<file path="src/logic/afc_consts.vh">
// Operation
// RULE1: Randomizer XORs every data bit above bit 0 with bit 0.
// RULE2: Receiver XORs received bits above bit 0 with received bit 0.
// RULE3: Alternate polarity inverts odd data bits D1 to D13.
// RULE4: Receiver inverts odd data bits again to undo alternate polarity.
// RULE5: Randomizer and alternate polarity are independent controls.
// RULE6: Test patterns: all ones, all zeros, alternating, checkerboard.
// RULE7: An active test pattern bypasses all other formatting.
// RULE8: Output disable floats all data, overrange and clock outputs.
// RULE9: Host naps or sleeps both channels while outputs are disabled.
// RULE10: Sleep powers down the whole device; data invalid 2 ms after.
// RULE11: Nap powers down a core; wait 100 sample clocks after.
// RULE12: Host waits further 50 us after nap for accurate DC.
// RULE13: Nap only channel 2 or both; never channel 1 alone.
// RULE14: Strap mode treats serial pins as static mode inputs.
// RULE15: Strap chip-select level sets the duty cycle stabilizer.
// RULE16: Strap serial clock: low full-rate CMOS, high DDR LVDS.
// RULE17: Strap data pins form power code: normal, nap2, nap both, sleep.
// RULE18: Transfer framed by chip-select; only first 16 rising edges sampled.
// RULE19: Word is read/write bit, seven address bits, eight data bits.
// RULE20: Write stores byte; read returns register, ignores input, keeps it.
// RULE21: Serial output only pulls low; host provides pull-up.
// RULE22: Writing D7 of reset register clears all registers, self-clears.
// RULE23: Alternate polarity forces offset binary coding.
// RULE24: Test field: 000 off, 001 zeros, 011 ones, 101 checker, 111 alt.
// RULE25: Reset register is write-only; reset briefly puts device asleep.
// RULE26: Randomizer applies before odd-bit inversion.
// RULE27: Read data leaves MSB first over the last eight serial clocks.
`ifndef AFC_CONSTS_VH
`define AFC_CONSTS_VH
`define AFC_ADDR_RESET   7'h00
`define AFC_ADDR_POWER   7'h01
`define AFC_ADDR_TIMING  7'h02
`define AFC_ADDR_OUTMODE 7'h03
`define AFC_ADDR_FORMAT  7'h04
`define AFC_RESET_BIT    7
`define AFC_FMT_TWOS     0
`define AFC_FMT_RAND     1
`define AFC_FMT_ABP      2
`define AFC_FMT_TEST_LO  3
`define AFC_OUT_OFF_BIT  2
`define AFC_TEST_OFF     3'h0
`define AFC_TEST_ZEROS   3'h1
`define AFC_TEST_ONES    3'h3
`define AFC_TEST_CHECK   3'h5
`define AFC_TEST_ALT     3'h7
`define AFC_CHECK_A      15'h5555
`define AFC_CHECK_B      15'h2AAA
`define AFC_PWR_NORMAL   2'h0
`define AFC_PWR_NAP2     2'h1
`define AFC_PWR_NAPBOTH  2'h2
`define AFC_PWR_SLEEP    2'h3
`define AFC_WORD_BITS    16
`define AFC_RST_SLEEP_CYC 4'h4
`endif

</file>
<file path="src/logic/afc_pair_buf.v">
`timescale 1ns/1ps
`default_nettype none
// Two-entry skid buffer so a receiver stall loses no word
module afc_pair_buf #(
  parameter W = 15
) (
  input  wire         clk_i,
  input  wire         rst_i,
  input  wire         ce_i,
  input  wire [W-1:0] in_data_i,
  input  wire         in_valid_i,
  output wire         in_ready_o,
  output wire [W-1:0] out_data_o,
  output wire         out_valid_o,
  input  wire         out_ready_i
);
  reg [W-1:0] mem_q [0:1];
  reg         wp_q;
  reg         rp_q;
  reg [1:0]   cnt_q;
  wire        push = in_valid_i && (cnt_q != 2'h2);
  wire        pop  = out_ready_i && (cnt_q != 2'h0);

  assign in_ready_o  = (cnt_q != 2'h2);
  assign out_valid_o = (cnt_q != 2'h0);
  assign out_data_o  = mem_q[rp_q];

  // Pointer and count bookkeeping
  always @(posedge clk_i) begin
    if (rst_i) begin
      wp_q  <= 1'b0;
      rp_q  <= 1'b0;
      cnt_q <= 2'h0;
    end else if (ce_i) begin
      if (push) begin
        mem_q[wp_q] <= in_data_i;
        wp_q        <= ~wp_q;
      end
      if (pop)
        rp_q <= ~rp_q;
      if (push && !pop)
        cnt_q <= cnt_q + 2'h1;
      else if (pop && !push)
        cnt_q <= cnt_q - 2'h1;
    end
  end
endmodule
`default_nettype wire

</file>
<file path="src/logic/afc_top.v">
`timescale 1ns/1ps
`default_nettype none
`include "afc_consts.vh"
// Output formatting and mode configuration of a dual converter
module afc_top #(
  parameter DW = 14
) (
  input  wire          clk_i,
  input  wire          rst_i,
  input  wire          ce_i,
  input  wire          config_style_select_i,
  input  wire          cs_n_i,
  input  wire          sck_i,
  input  wire          sdi_i,
  input  wire          sdo_pin_i,
  output reg           sdo_o,
  output reg           sdo_oe_n_o,
  input  wire [DW-1:0] sample_i,
  input  wire          overrange_i,
  input  wire          sample_valid_i,
  output wire          sample_ready_o,
  output reg  [DW-1:0] data_o,
  output reg           overrange_flag_o,
  output reg           data_valid_o,
  input  wire          data_ready_i,
  output reg           sample_output_clock_o,
  output reg           out_oe_n_o,
  output reg           dcs_on_o,
  output reg  [1:0]    out_mode_o,
  output reg           nap_ch1_o,
  output reg           nap_ch2_o,
  output reg           sleep_o
);
  // Pin synchronisers; stage one feeds stage two only
  // Reset to the idle pin levels (serial mode, deselected, line pulled up)
  // so no false strap code or clock edge follows reset
  reg [4:0] s1_q;
  reg [4:0] s2_q;
  always @(posedge clk_i) begin
    if (rst_i) begin
      s1_q <= 5'h09;
      s2_q <= 5'h09;
    end else if (ce_i) begin
      s1_q <= {config_style_select_i, cs_n_i, sck_i, sdi_i, sdo_pin_i};
      s2_q <= s1_q;
    end
  end
  wire strap = s2_q[4];
  wire csn   = s2_q[3];
  wire sck   = s2_q[2];
  wire sdi   = s2_q[1];
  wire sdop  = s2_q[0];

  // Serial clock edge detection on the synchronised copy
  reg sck_q;
  always @(posedge clk_i) begin
    if (rst_i)
      sck_q <= 1'b0;
    else if (ce_i)
      sck_q <= sck;
  end
  wire sck_rise = sck && !sck_q;
  wire sck_fall = !sck && sck_q;

  // Configuration registers
  reg [7:0] pwr_q;
  reg [7:0] tim_q;
  reg [7:0] omode_q;
  reg [7:0] fmt_q;
  reg [3:0] rst_sleep_q;
  reg [4:0] bitcnt_q;
  reg [15:0] shift_q;
  reg [7:0] rd_q;
  reg       rd_act_q;

  wire [15:0] word = {shift_q[14:0], sdi};

  // Serial port: sample on the first 16 rising edges of the frame
  always @(posedge clk_i) begin
    if (rst_i) begin
      pwr_q       <= 8'h00;
      tim_q       <= 8'h00;
      omode_q     <= 8'h00;
      fmt_q       <= 8'h00;
      rst_sleep_q <= 4'h0;
      bitcnt_q    <= 5'h00;
      shift_q     <= 16'h0000;
      rd_q        <= 8'h00;
      rd_act_q    <= 1'b0;
    end else if (ce_i) begin
      if (rst_sleep_q != 4'h0)
        rst_sleep_q <= rst_sleep_q - 4'h1;
      if (strap || csn) begin // RULE18
        bitcnt_q <= 5'h00;
        rd_act_q <= 1'b0;
      end else if (sck_rise && bitcnt_q < 5'd16) begin // RULE18
        shift_q  <= word;
        bitcnt_q <= bitcnt_q + 5'h01;
        // After the address, latch read data for the last eight clocks
        if (bitcnt_q == 5'd7 && shift_q[6]) begin // RULE19
          rd_act_q <= 1'b1;
          rd_q     <= rd_val_next(word[6:0]);
        end
        if (bitcnt_q == 5'd15 && !shift_q[14]) begin // RULE20
          case (word[14:8])
            `AFC_ADDR_RESET: begin
              if (word[`AFC_RESET_BIT]) begin // RULE22
                pwr_q       <= 8'h00;
                tim_q       <= 8'h00;
                omode_q     <= 8'h00;
                fmt_q       <= 8'h00;
                rst_sleep_q <= `AFC_RST_SLEEP_CYC; // RULE25
              end
            end
            `AFC_ADDR_POWER:   pwr_q   <= word[7:0];
            `AFC_ADDR_TIMING:  tim_q   <= word[7:0];
            `AFC_ADDR_OUTMODE: omode_q <= word[7:0];
            `AFC_ADDR_FORMAT:  fmt_q   <= word[7:0];
            default: ;
          endcase
        end
      end else if (sck_fall && rd_act_q && bitcnt_q >= 5'd9) begin
        rd_q <= {rd_q[6:0], 1'b1}; // RULE27
      end
    end
  end

  // Register lookup by address; reset register reads back zero here
  function [7:0] rd_val_next;
    input [6:0] a;
    begin
      case (a)
        `AFC_ADDR_POWER:   rd_val_next = pwr_q;
        `AFC_ADDR_TIMING:  rd_val_next = tim_q;
        `AFC_ADDR_OUTMODE: rd_val_next = omode_q;
        `AFC_ADDR_FORMAT:  rd_val_next = fmt_q;
        default:           rd_val_next = 8'h00; // RULE25
      endcase
    end
  endfunction

  // Effective modes from straps or registers
  wire [1:0] pcode  = strap ? {sdi, sdop} : pwr_q[1:0]; // RULE17 RULE14
  wire       dcs    = strap ? csn : tim_q[0]; // RULE15
  wire [1:0] omode  = strap ? {1'b0, sck} : omode_q[1:0]; // RULE16
  wire       oe_off = strap ? 1'b0 : omode_q[`AFC_OUT_OFF_BIT];
  wire       sleep  = (pcode == `AFC_PWR_SLEEP) || (rst_sleep_q != 4'h0); // RULE10
  wire [2:0] test   = strap ? 3'h0 : fmt_q[5:3];
  wire       f_abp  = !strap && fmt_q[`AFC_FMT_ABP];
  wire       f_rnd  = !strap && fmt_q[`AFC_FMT_RAND];
  wire       f_two  = !strap && fmt_q[`AFC_FMT_TWOS] && !f_abp; // RULE23

  // Mode outputs and open-drain serial output
  always @(posedge clk_i) begin
    if (rst_i) begin
      dcs_on_o   <= 1'b0;
      out_mode_o <= 2'h0;
      nap_ch1_o  <= 1'b0;
      nap_ch2_o  <= 1'b0;
      sleep_o    <= 1'b0;
      sdo_o      <= 1'b0;
      sdo_oe_n_o <= 1'b1;
    end else if (ce_i) begin
      dcs_on_o   <= dcs;
      out_mode_o <= omode;
      sleep_o    <= sleep;
      // Channel 1 naps only together with channel 2
      nap_ch2_o  <= (pcode == `AFC_PWR_NAP2) || (pcode == `AFC_PWR_NAPBOTH); // RULE11 RULE13
      nap_ch1_o  <= (pcode == `AFC_PWR_NAPBOTH); // RULE13
      sdo_o      <= 1'b0;
      sdo_oe_n_o <= !(!strap && rd_act_q && !rd_q[7]); // RULE21
    end
  end

  // Formatting; test patterns override everything
  reg         alt_q;
  reg [DW:0]  fmt_word;
  reg [DW-1:0] d;
  integer     k;
  always @* begin
    d = sample_i;
    // Input is offset binary; two's complement flips the sign bit
    if (f_two)
      d[DW-1] = ~d[DW-1];
    if (f_rnd) begin
      for (k = 1; k < DW; k = k + 1)
        d[k] = d[k] ^ d[0]; // RULE1 RULE5 RULE26
    end
    if (f_abp) begin
      for (k = 1; k < DW; k = k + 2)
        d[k] = ~d[k]; // RULE3 RULE5
    end
    case (test) // RULE24
      `AFC_TEST_ZEROS: fmt_word = {(DW+1){1'b0}}; // RULE6 RULE7
      `AFC_TEST_ONES:  fmt_word = {(DW+1){1'b1}}; // RULE6
      `AFC_TEST_CHECK: fmt_word = alt_q ? `AFC_CHECK_B : `AFC_CHECK_A; // RULE6
      `AFC_TEST_ALT:   fmt_word = {(DW+1){alt_q}}; // RULE6
      default:         fmt_word = {overrange_i, d};
    endcase
  end

  // Pattern phase advances per accepted sample
  wire in_ready;
  always @(posedge clk_i) begin
    if (rst_i)
      alt_q <= 1'b0;
    else if (ce_i && sample_valid_i && in_ready)
      alt_q <= ~alt_q;
  end

  wire [DW:0] buf_data;
  wire        buf_valid;
  wire        take = buf_valid && (!data_valid_o || data_ready_i);
  assign sample_ready_o = in_ready;

  afc_pair_buf #(
    .W (DW + 1)
  ) u_buf (
    .clk_i       (clk_i),
    .rst_i       (rst_i),
    .ce_i        (ce_i),
    .in_data_i   (fmt_word),
    .in_valid_i  (sample_valid_i),
    .in_ready_o  (in_ready),
    .out_data_o  (buf_data),
    .out_valid_o (buf_valid),
    .out_ready_i (!data_valid_o || data_ready_i)
  );

  // Output stage; clock toggles with each delivered word
  always @(posedge clk_i) begin
    if (rst_i) begin
      data_o                <= {DW{1'b0}};
      overrange_flag_o      <= 1'b0;
      data_valid_o          <= 1'b0;
      sample_output_clock_o <= 1'b0;
      out_oe_n_o            <= 1'b0;
    end else if (ce_i) begin
      out_oe_n_o <= oe_off; // RULE8
      if (take) begin
        data_o                <= buf_data[DW-1:0];
        overrange_flag_o      <= buf_data[DW];
        data_valid_o          <= 1'b1;
        sample_output_clock_o <= ~sample_output_clock_o;
      end else if (data_ready_i) begin
        data_valid_o <= 1'b0;
      end
    end
  end
endmodule
`default_nettype wire

</file>
<file path="config.mk">
export PLATFORM = sky130hd
export DESIGN_NAME = afc_top
export DESIGN_NICKNAME = d
export VERILOG_FILES = /design/src/logic/afc_pair_buf.v /design/src/logic/afc_top.v
export VERILOG_INCLUDE_DIRS = /design/src /design/src/logic
export SDC_FILE = /design/constraint.sdc
export NUM_CORES = 1
export LEC_CHECK = 0
export ABC_AREA = 1
export BUFFER_PORTS_ARGS = -buffer_cell sky130_fd_sc_hd__buf_2
export CAP_MARGIN = 30
export CORE_MARGIN = 3
export CORE_UTILIZATION = 60
export DETAILED_ROUTE_END_ITERATION = 10
export PLACE_DENSITY = 0.78
export SYNTH_ARGS = -nofsm -noshare
export SYNTH_HDL_FRONTEND = slang
export SYNTH_HIERARCHICAL = 1
export SYNTH_SLANG_ARGS = --single-unit
export TNS_END_PERCENT = 10
</file>
<file path="constraint.sdc">
create_clock -name clk_i -period 5.4 [get_ports clk_i]
set_input_delay 1.08 -clock clk_i [delete_from_list [all_inputs] [get_ports clk_i]]
set_output_delay 1.08 -clock clk_i [all_outputs]
set_load 0.005 [all_outputs]
</file>
Word-level counts from Yosys, hierarchy flattened

Memories as Yosys holds them, arrays and structs flattened. A register that Yosys moved wholly into a read port is not among the register bits.
Index checks and enable logic that the tools add are counted.

Register bits: 91
Bits in writable memories: 30
Memories kept: 1
Logic and storage cells: 179

Memory list:

| name        | depth | width | rd ports | clocked after memory_dff | write ports | line              | RTL |
|---|---|---|---|---|---|---|---|
| u_buf.mem_q | 2     | 15    | 1        | 1                        | 1           | afc_pair_buf.v:17 | `reg [W-1:0] mem_q [0:1];` |

Equal/unequal tests: 20
Reduce and logical (&&, ||, !) cells: 57
Muxes and demuxes: 44
Order comparisons: 2
Add/subtract/negate cells: 4
Bitwise operators: 26

Operators with widths:

| kind                                           | count |
|---|---|
| one-hot mux 8 bit (2 select lines)             | 4 |
| one-hot mux 15 bit (4 select lines)            | 1 |
| 2-to-1 mux 8 bit                               | 4 |
| one-hot mux 8 bit (4 select lines)             | 1 |
| == test 7 x 2 -> 1 bit (second input constant) | 4 |
| 2-to-1 mux 4 bit                               | 6 |
| AND reduction 6 bit                            | 4 |
| nonzero test 2 bit                             | 10 |
| logical AND 1 bit                              | 19 |
| 2-to-1 mux 1 bit                               | 19 |
| 2-to-1 mux 15 bit                              | 1 |
| == test 7 x 1 -> 1 bit (second input constant) | 2 |
| == test 7 x 3 -> 1 bit (second input constant) | 2 |
| 2-to-1 mux 13 bit                              | 1 |
| inverter 1 bit                                 | 13 |
| XOR 1 bit                                      | 13 |
| zero test 1 bit                                | 10 |
| 2-to-1 mux 5 bit                               | 2 |
| AND reduction 2 bit                            | 5 |
| 2-to-1 mux 2 bit                               | 4 |
| zero test 7 bit                                | 1 |
| == test 3 bit (second input constant)          | 2 |
| AND reduction 3 bit                            | 2 |
| adder 5 x 1 -> 5 bit (second input constant)   | 1 |
| other kinds (17)                               | 22 |

Depth between registers and ports, before layout

Word-level depth: 10
Mapped depth: 12
Mapped depth without buffers: 11

Hierarchy

The synthesis kept the hierarchy.

Modules (own cells, without submodules):

| module       | times used | sequential area each (µm²) | area an instance (µm²) | cells each |
|---|---|---|---|---|
| afc_top      | 1          | 2042.0                     | 4969.8                 | 715 |
| afc_pair_buf | 1          | 1001.0                     | 1395.1                 | 87 |

Worst setup path before layout

Ideal clock, no wire load.

Kind: input-to-reg
Start: input ce_i
End: memory u_buf.mem_q[1][0] (enable)
Buffers on the path: 0
Arrival time: 2275 ps
Required time: 4994 ps
Cell stages on the path: 2
Setup slack: 2719 ps
Path through: nand3_1 -> nor3_1

Word-level cells in the longest chain between the ends: 3

RTL lines:

| what                                   | line              | RTL |
|---|---|---|
| start, declared                        | afc_top.v:10      | `input wire ce_i,` |
| 2-to-1 mux 1 bit                       | afc_pair_buf.v:34 | `end else if (ce_i) begin` |
| 2-to-1 mux 1 bit                       | afc_pair_buf.v:30 | `if (rst_i) begin` |
| 2-to-1 mux 1 bit (implied by the code) | afc_pair_buf.v:36 | `mem_q[wp_q] <= in_data_i;` |
| end, declared                          | afc_pair_buf.v:17 |  |

No other way between the ends.

Worst setup path in the final report

Start: input ce_i
End: register data_o[11]

Word-level cells in the longest chain between the ends: 1

RTL lines:

| what                          | line          | RTL |
|---|---|---|
| AND reduction 2 bit (no line) | -             |  |
| end signal, assigned          | afc_top.v:233 | `data_o <= {DW{1'b0}};` |
| end signal, assigned          | afc_top.v:241 | `data_o <= buf_data[DW-1:0];` |
| end, declared                 | afc_top.v:22  | `output reg [DW-1:0] data_o,` |

No other way between the ends.
A chain may end at the register's enable or synchronous reset.

==> results.md <==
- The wire length of the first global-routing pass is around 24 mm.
- The count of flip-flops with a built-in enable after synthesis is 30.
- The floorplan die area is 0.0119 sq mm.
- During synthesis, Yosys emitted a total of 6 warnings.
- At the worst endpoint, the arrival time is between 2000 and 3000 ps.
- For this configuration, the core starts out at a cell density of between 60% and 70%.
- In the final routed layout, each cell accounts on average for 15.2 um.
- In this run the register-to-register setup slack is between 2000 and 3000 ps.
- The leakage power summed over all cells is 3.15 nW.
- For this design the top-level I/O count stands at 52.
- The tool flagged a number of max-cap violations equal to 0.
- Summed over all layers, the global routing overflow is 0.
- The all-layer global routing usage is 26.1%.
- The floorplan step set the die width to about 110 um.
- Cells fill a little under three quarters of the core in the end.
- The clock drives ~140 sinks.
- The count of state elements after synthesis is about 140.
- The total nets after synthesis is 834.
- The root buffer cell chosen for the clock tree is sky130_fd_sc_hd__clkbuf_8.
- At the pin with the least slew margin, the transition time is ~1000 ps.
- The core area is between 0.01 and 0.015 sq mm.
- The areal power density over the cells is roughly 370 mW/mm^2.
- The number of global-route vias before repair came to 5209.
- The wire length reported by the detailed router is approximately 15 mm.
- The post-synthesis cell area is around 0.0064 sq mm.
- Along the worst path, the maximum fanout reaches 32.
- After detailed routing, the number of vias per cell comes to 5.59.
- The share of async-settable or async-resettable flops after synthesis is 0%.
- The later pin in the worst-skew pair is clocked with a latency of 530 ps.
- The count of hold-fix buffers inserted at cts is 0.
- In the final design database the tool counted 866 nets.
- Setup violations remaining at the end of the flow were counted as 0.
- The signal on the critical path passes through buf_2, nand3_1, o21ai_0, a21oi_1.
- The count of cells in the finished layout, fillers not included, comes to 980.
- The flow ran to the end, and the final reports show no timing, DRC or antenna violations.
- The setup TNS is 0 ps.
- The area growth from synthesis to layout is 12.9%.
- The worst pin sits at a relative slew slack of 32.2%.
- Measured along the y axis, the die boundary spans about 110 um.
- Setup repair after global routing left no endpoint under its margin.
- The slowest stage of the critical path is the sky130_fd_sc_hd__nand3_1 cell.
- The maximum number of pins on one net before global-route repair is 75.
- The initialized floorplan defines 36 standard-cell rows.
- Routability-driven placement finished with a final weighted congestion of 0.859.
- The kind of cell adding the most delay to the critical path is simple AND/OR/NAND/NOR gates.
- The TritonCTS clock tree is done.
- The number of slew-limit violations in the final report was 0.
- The worst hold path class is reg2reg.
- The data required time of the critical path is 5780 ps.
- The setup fix buffers added after clock tree synthesis is 0.
- The DRC marker count from the first detailed-route iteration is between 300 and 400.
- The antenna cell count is 0.
- STA classifies the critical path endpoint as a flop.
- In the synthesized netlist the dominant register cell turns out to be sky130_fd_sc_hd__dfxtp_1.
- The netlist uses 39 different library cells.
- The half-perimeter wire length after detailed placement is just under 10 mm.
- The number of nets with antenna violations after detailed routing is 0.
- Including well taps, the total number of placed cells is between 900 and 1000.
- The delay contributed by the slowest stage of the critical path is ~840 ps.
- The clock slew seen by the registers of the worst setup and hold paths is roughly 70 ps.
- Static timing analysis puts the maximum clock frequency at between 0.3 and 0.4 GHz.
- The number of buffers added by the clock tree synthesis step is 17.
- The critical path is of the in2reg type.
- The worst setup path is launched from an input pin.
- The number of remaining DRC errors is 0.
- The number of antenna violations at the first check in global routing was 0.
- The gate count of the mapped netlist is around 800.
- The number of hold violations in the final report is 0.
- Of the cells placed in the final design, the portion with a size suffix greater than 1 is around 14%.
- The count of input and output buffers is 50.
- The time the final worst path needs with I/O delays and setup is roughly 2600 ps.
- The total iterations of the first detailed-routing run is 5.
- The maximum ir drop on the vdd rail is ~270 uV.
- The number of levels the H-tree was split into is 4.
- The worst-case clock skew is roughly 13 ps.
- The worst path buffer plus inverter count is 1.
- The longest clock path from root to sink contains 2 buffers.
- The final critical-path share of the clock period is between 40% and 50%.
- For this block, the via count after detailed routing is between 5000 and 6000.
- The sequential element share of the synthesized area is 47.8%.
- The number of gates given a new drive strength after cts is 0.
- After synthesis, the mean cell area works out to between 7 and 8 sq um.
registers in the layout, summed over array words and instances (netlist names), 8 cells and up, named ones only:
name         count
omode_q          8
data_o          14
rd_q             8
fmt_q            8
shift_q         15
u_buf/mem_q     30
tim_q            8
pwr_q            8
per-layer routing:
metal  global-route usage (%)  part of all wire [%]  routed length, um  vias up
met2                     44.3                    49               7320      175
li1                         -                     -                  -     2704
met5                        0                     0                  0        -
met4                     9.83                   1.9                291        0
met3                     6.63                   6.1                910       37
met1                     32.0                    43               6420     2564
cell usage after synthesis, drive strengths merged, types with 2 or more instances:
cell | number | share of area, %
mux2 | 15 | 3.2
a21oi | 84 | 6.6
nand2 | 153 | 9.1
ha | 7 | 1.4
edfxtp | 30 | 14
o21ai | 84 | 6.6
o211ai | 2 | 0.24
xor2 | 16 | 2.2
inv | 98 | 5.8
clkbuf | 19 | 1.1
dfxtp | 107 | 34
nand3 | 57 | 5.0
nor2 | 73 | 4.7
o32ai | 2 | 0.28
buf | 22 | 2.4
nand4 | 21 | 2.1
nor3 | 3 | 0.24
power by group:
part / leakage (nW) / internal, mW / switching, mW
clock network: 0.287 / 0.679 / 0.472
registers: 1.14 / 1.12 / 0.0576
logic: 1.72 / 0.146 / 0.202
total: 3.15 / 1.95 / 0.732
cell usage in the layout (no fill, tap or decap), types with 16 or more instances in the layout:
master,instances
sky130_fd_sc_hd__a21oi_1,84
sky130_fd_sc_hd__buf_2,50
sky130_fd_sc_hd__clkbuf_16,18
sky130_fd_sc_hd__dfxtp_1,107
sky130_fd_sc_hd__edfxtp_1,30
sky130_fd_sc_hd__inv_1,94
sky130_fd_sc_hd__nand2_1,151
sky130_fd_sc_hd__nand3_1,52
sky130_fd_sc_hd__nand4_1,21
sky130_fd_sc_hd__nor2_1,69
sky130_fd_sc_hd__o21ai_0,79
sky130_fd_sc_hd__xor2_1,16
path summary, 6_finish.rpt:
path,start,to,cells after the start
setup / recovery,ce_i,data_o[11],4
hold / removal,data_o[10],data_o[10],2
setup reg to reg,bitcnt_q[0],pwr_q[2],9
hold reg to reg,data_o[10],data_o[10],2
layout make-up:
| type | instances | area (sq um) |
|---|---|---|
| Sequential cell | 137 | 3040 |
| Fill cell | 759 | 2860 |
| Timing Repair Buffer | 54 | 284 |
| Multi-Input combinational cell | 526 | 2730 |
| Inverter | 98 | 368 |
| Clock buffer | 20 | 468 |
| Tap cell | 133 | 166 |
| Clock inverter | 12 | 126 |
per-stage QoR:
stage	area [sq um]	hold WS, ps	power, mW	setup slack [ps]
6_report	7190	444	2.68	2790
5_1_grt	7190	462	2.78	2610
4_1_cts	7190	445	2.69	2790
3_5_place_dp	6590	436	1.54	2290
3_3_place_gp	6570	428	1.52	2310
2_1_floorplan	6360	421	1.45	2720
logic make-up after synthesis:
group | after synthesis | synth area share [%]
DFF | 137 | 47.8
AOI/OAI and AO/OA | 176 | 14.2
other | 1 | 0.0589
and+or+nand+nor | 309 | 21.5
buffers and inverters | 139 | 9.36
muxes | 16 | 3.40
xor gates and xnor gates | 17 | 2.34
adders and majority gates | 7 | 1.38
worst register-to-register path, delay by kind of cell, from the launching register on:
family                     cells  cell delay [ps]
DFF                            1              420
AOI/OAI and AO/OA              1              290
adders and majority gates      2              390
and+or+nand+nor                6             1200
(Power assumes the default switching activity.)
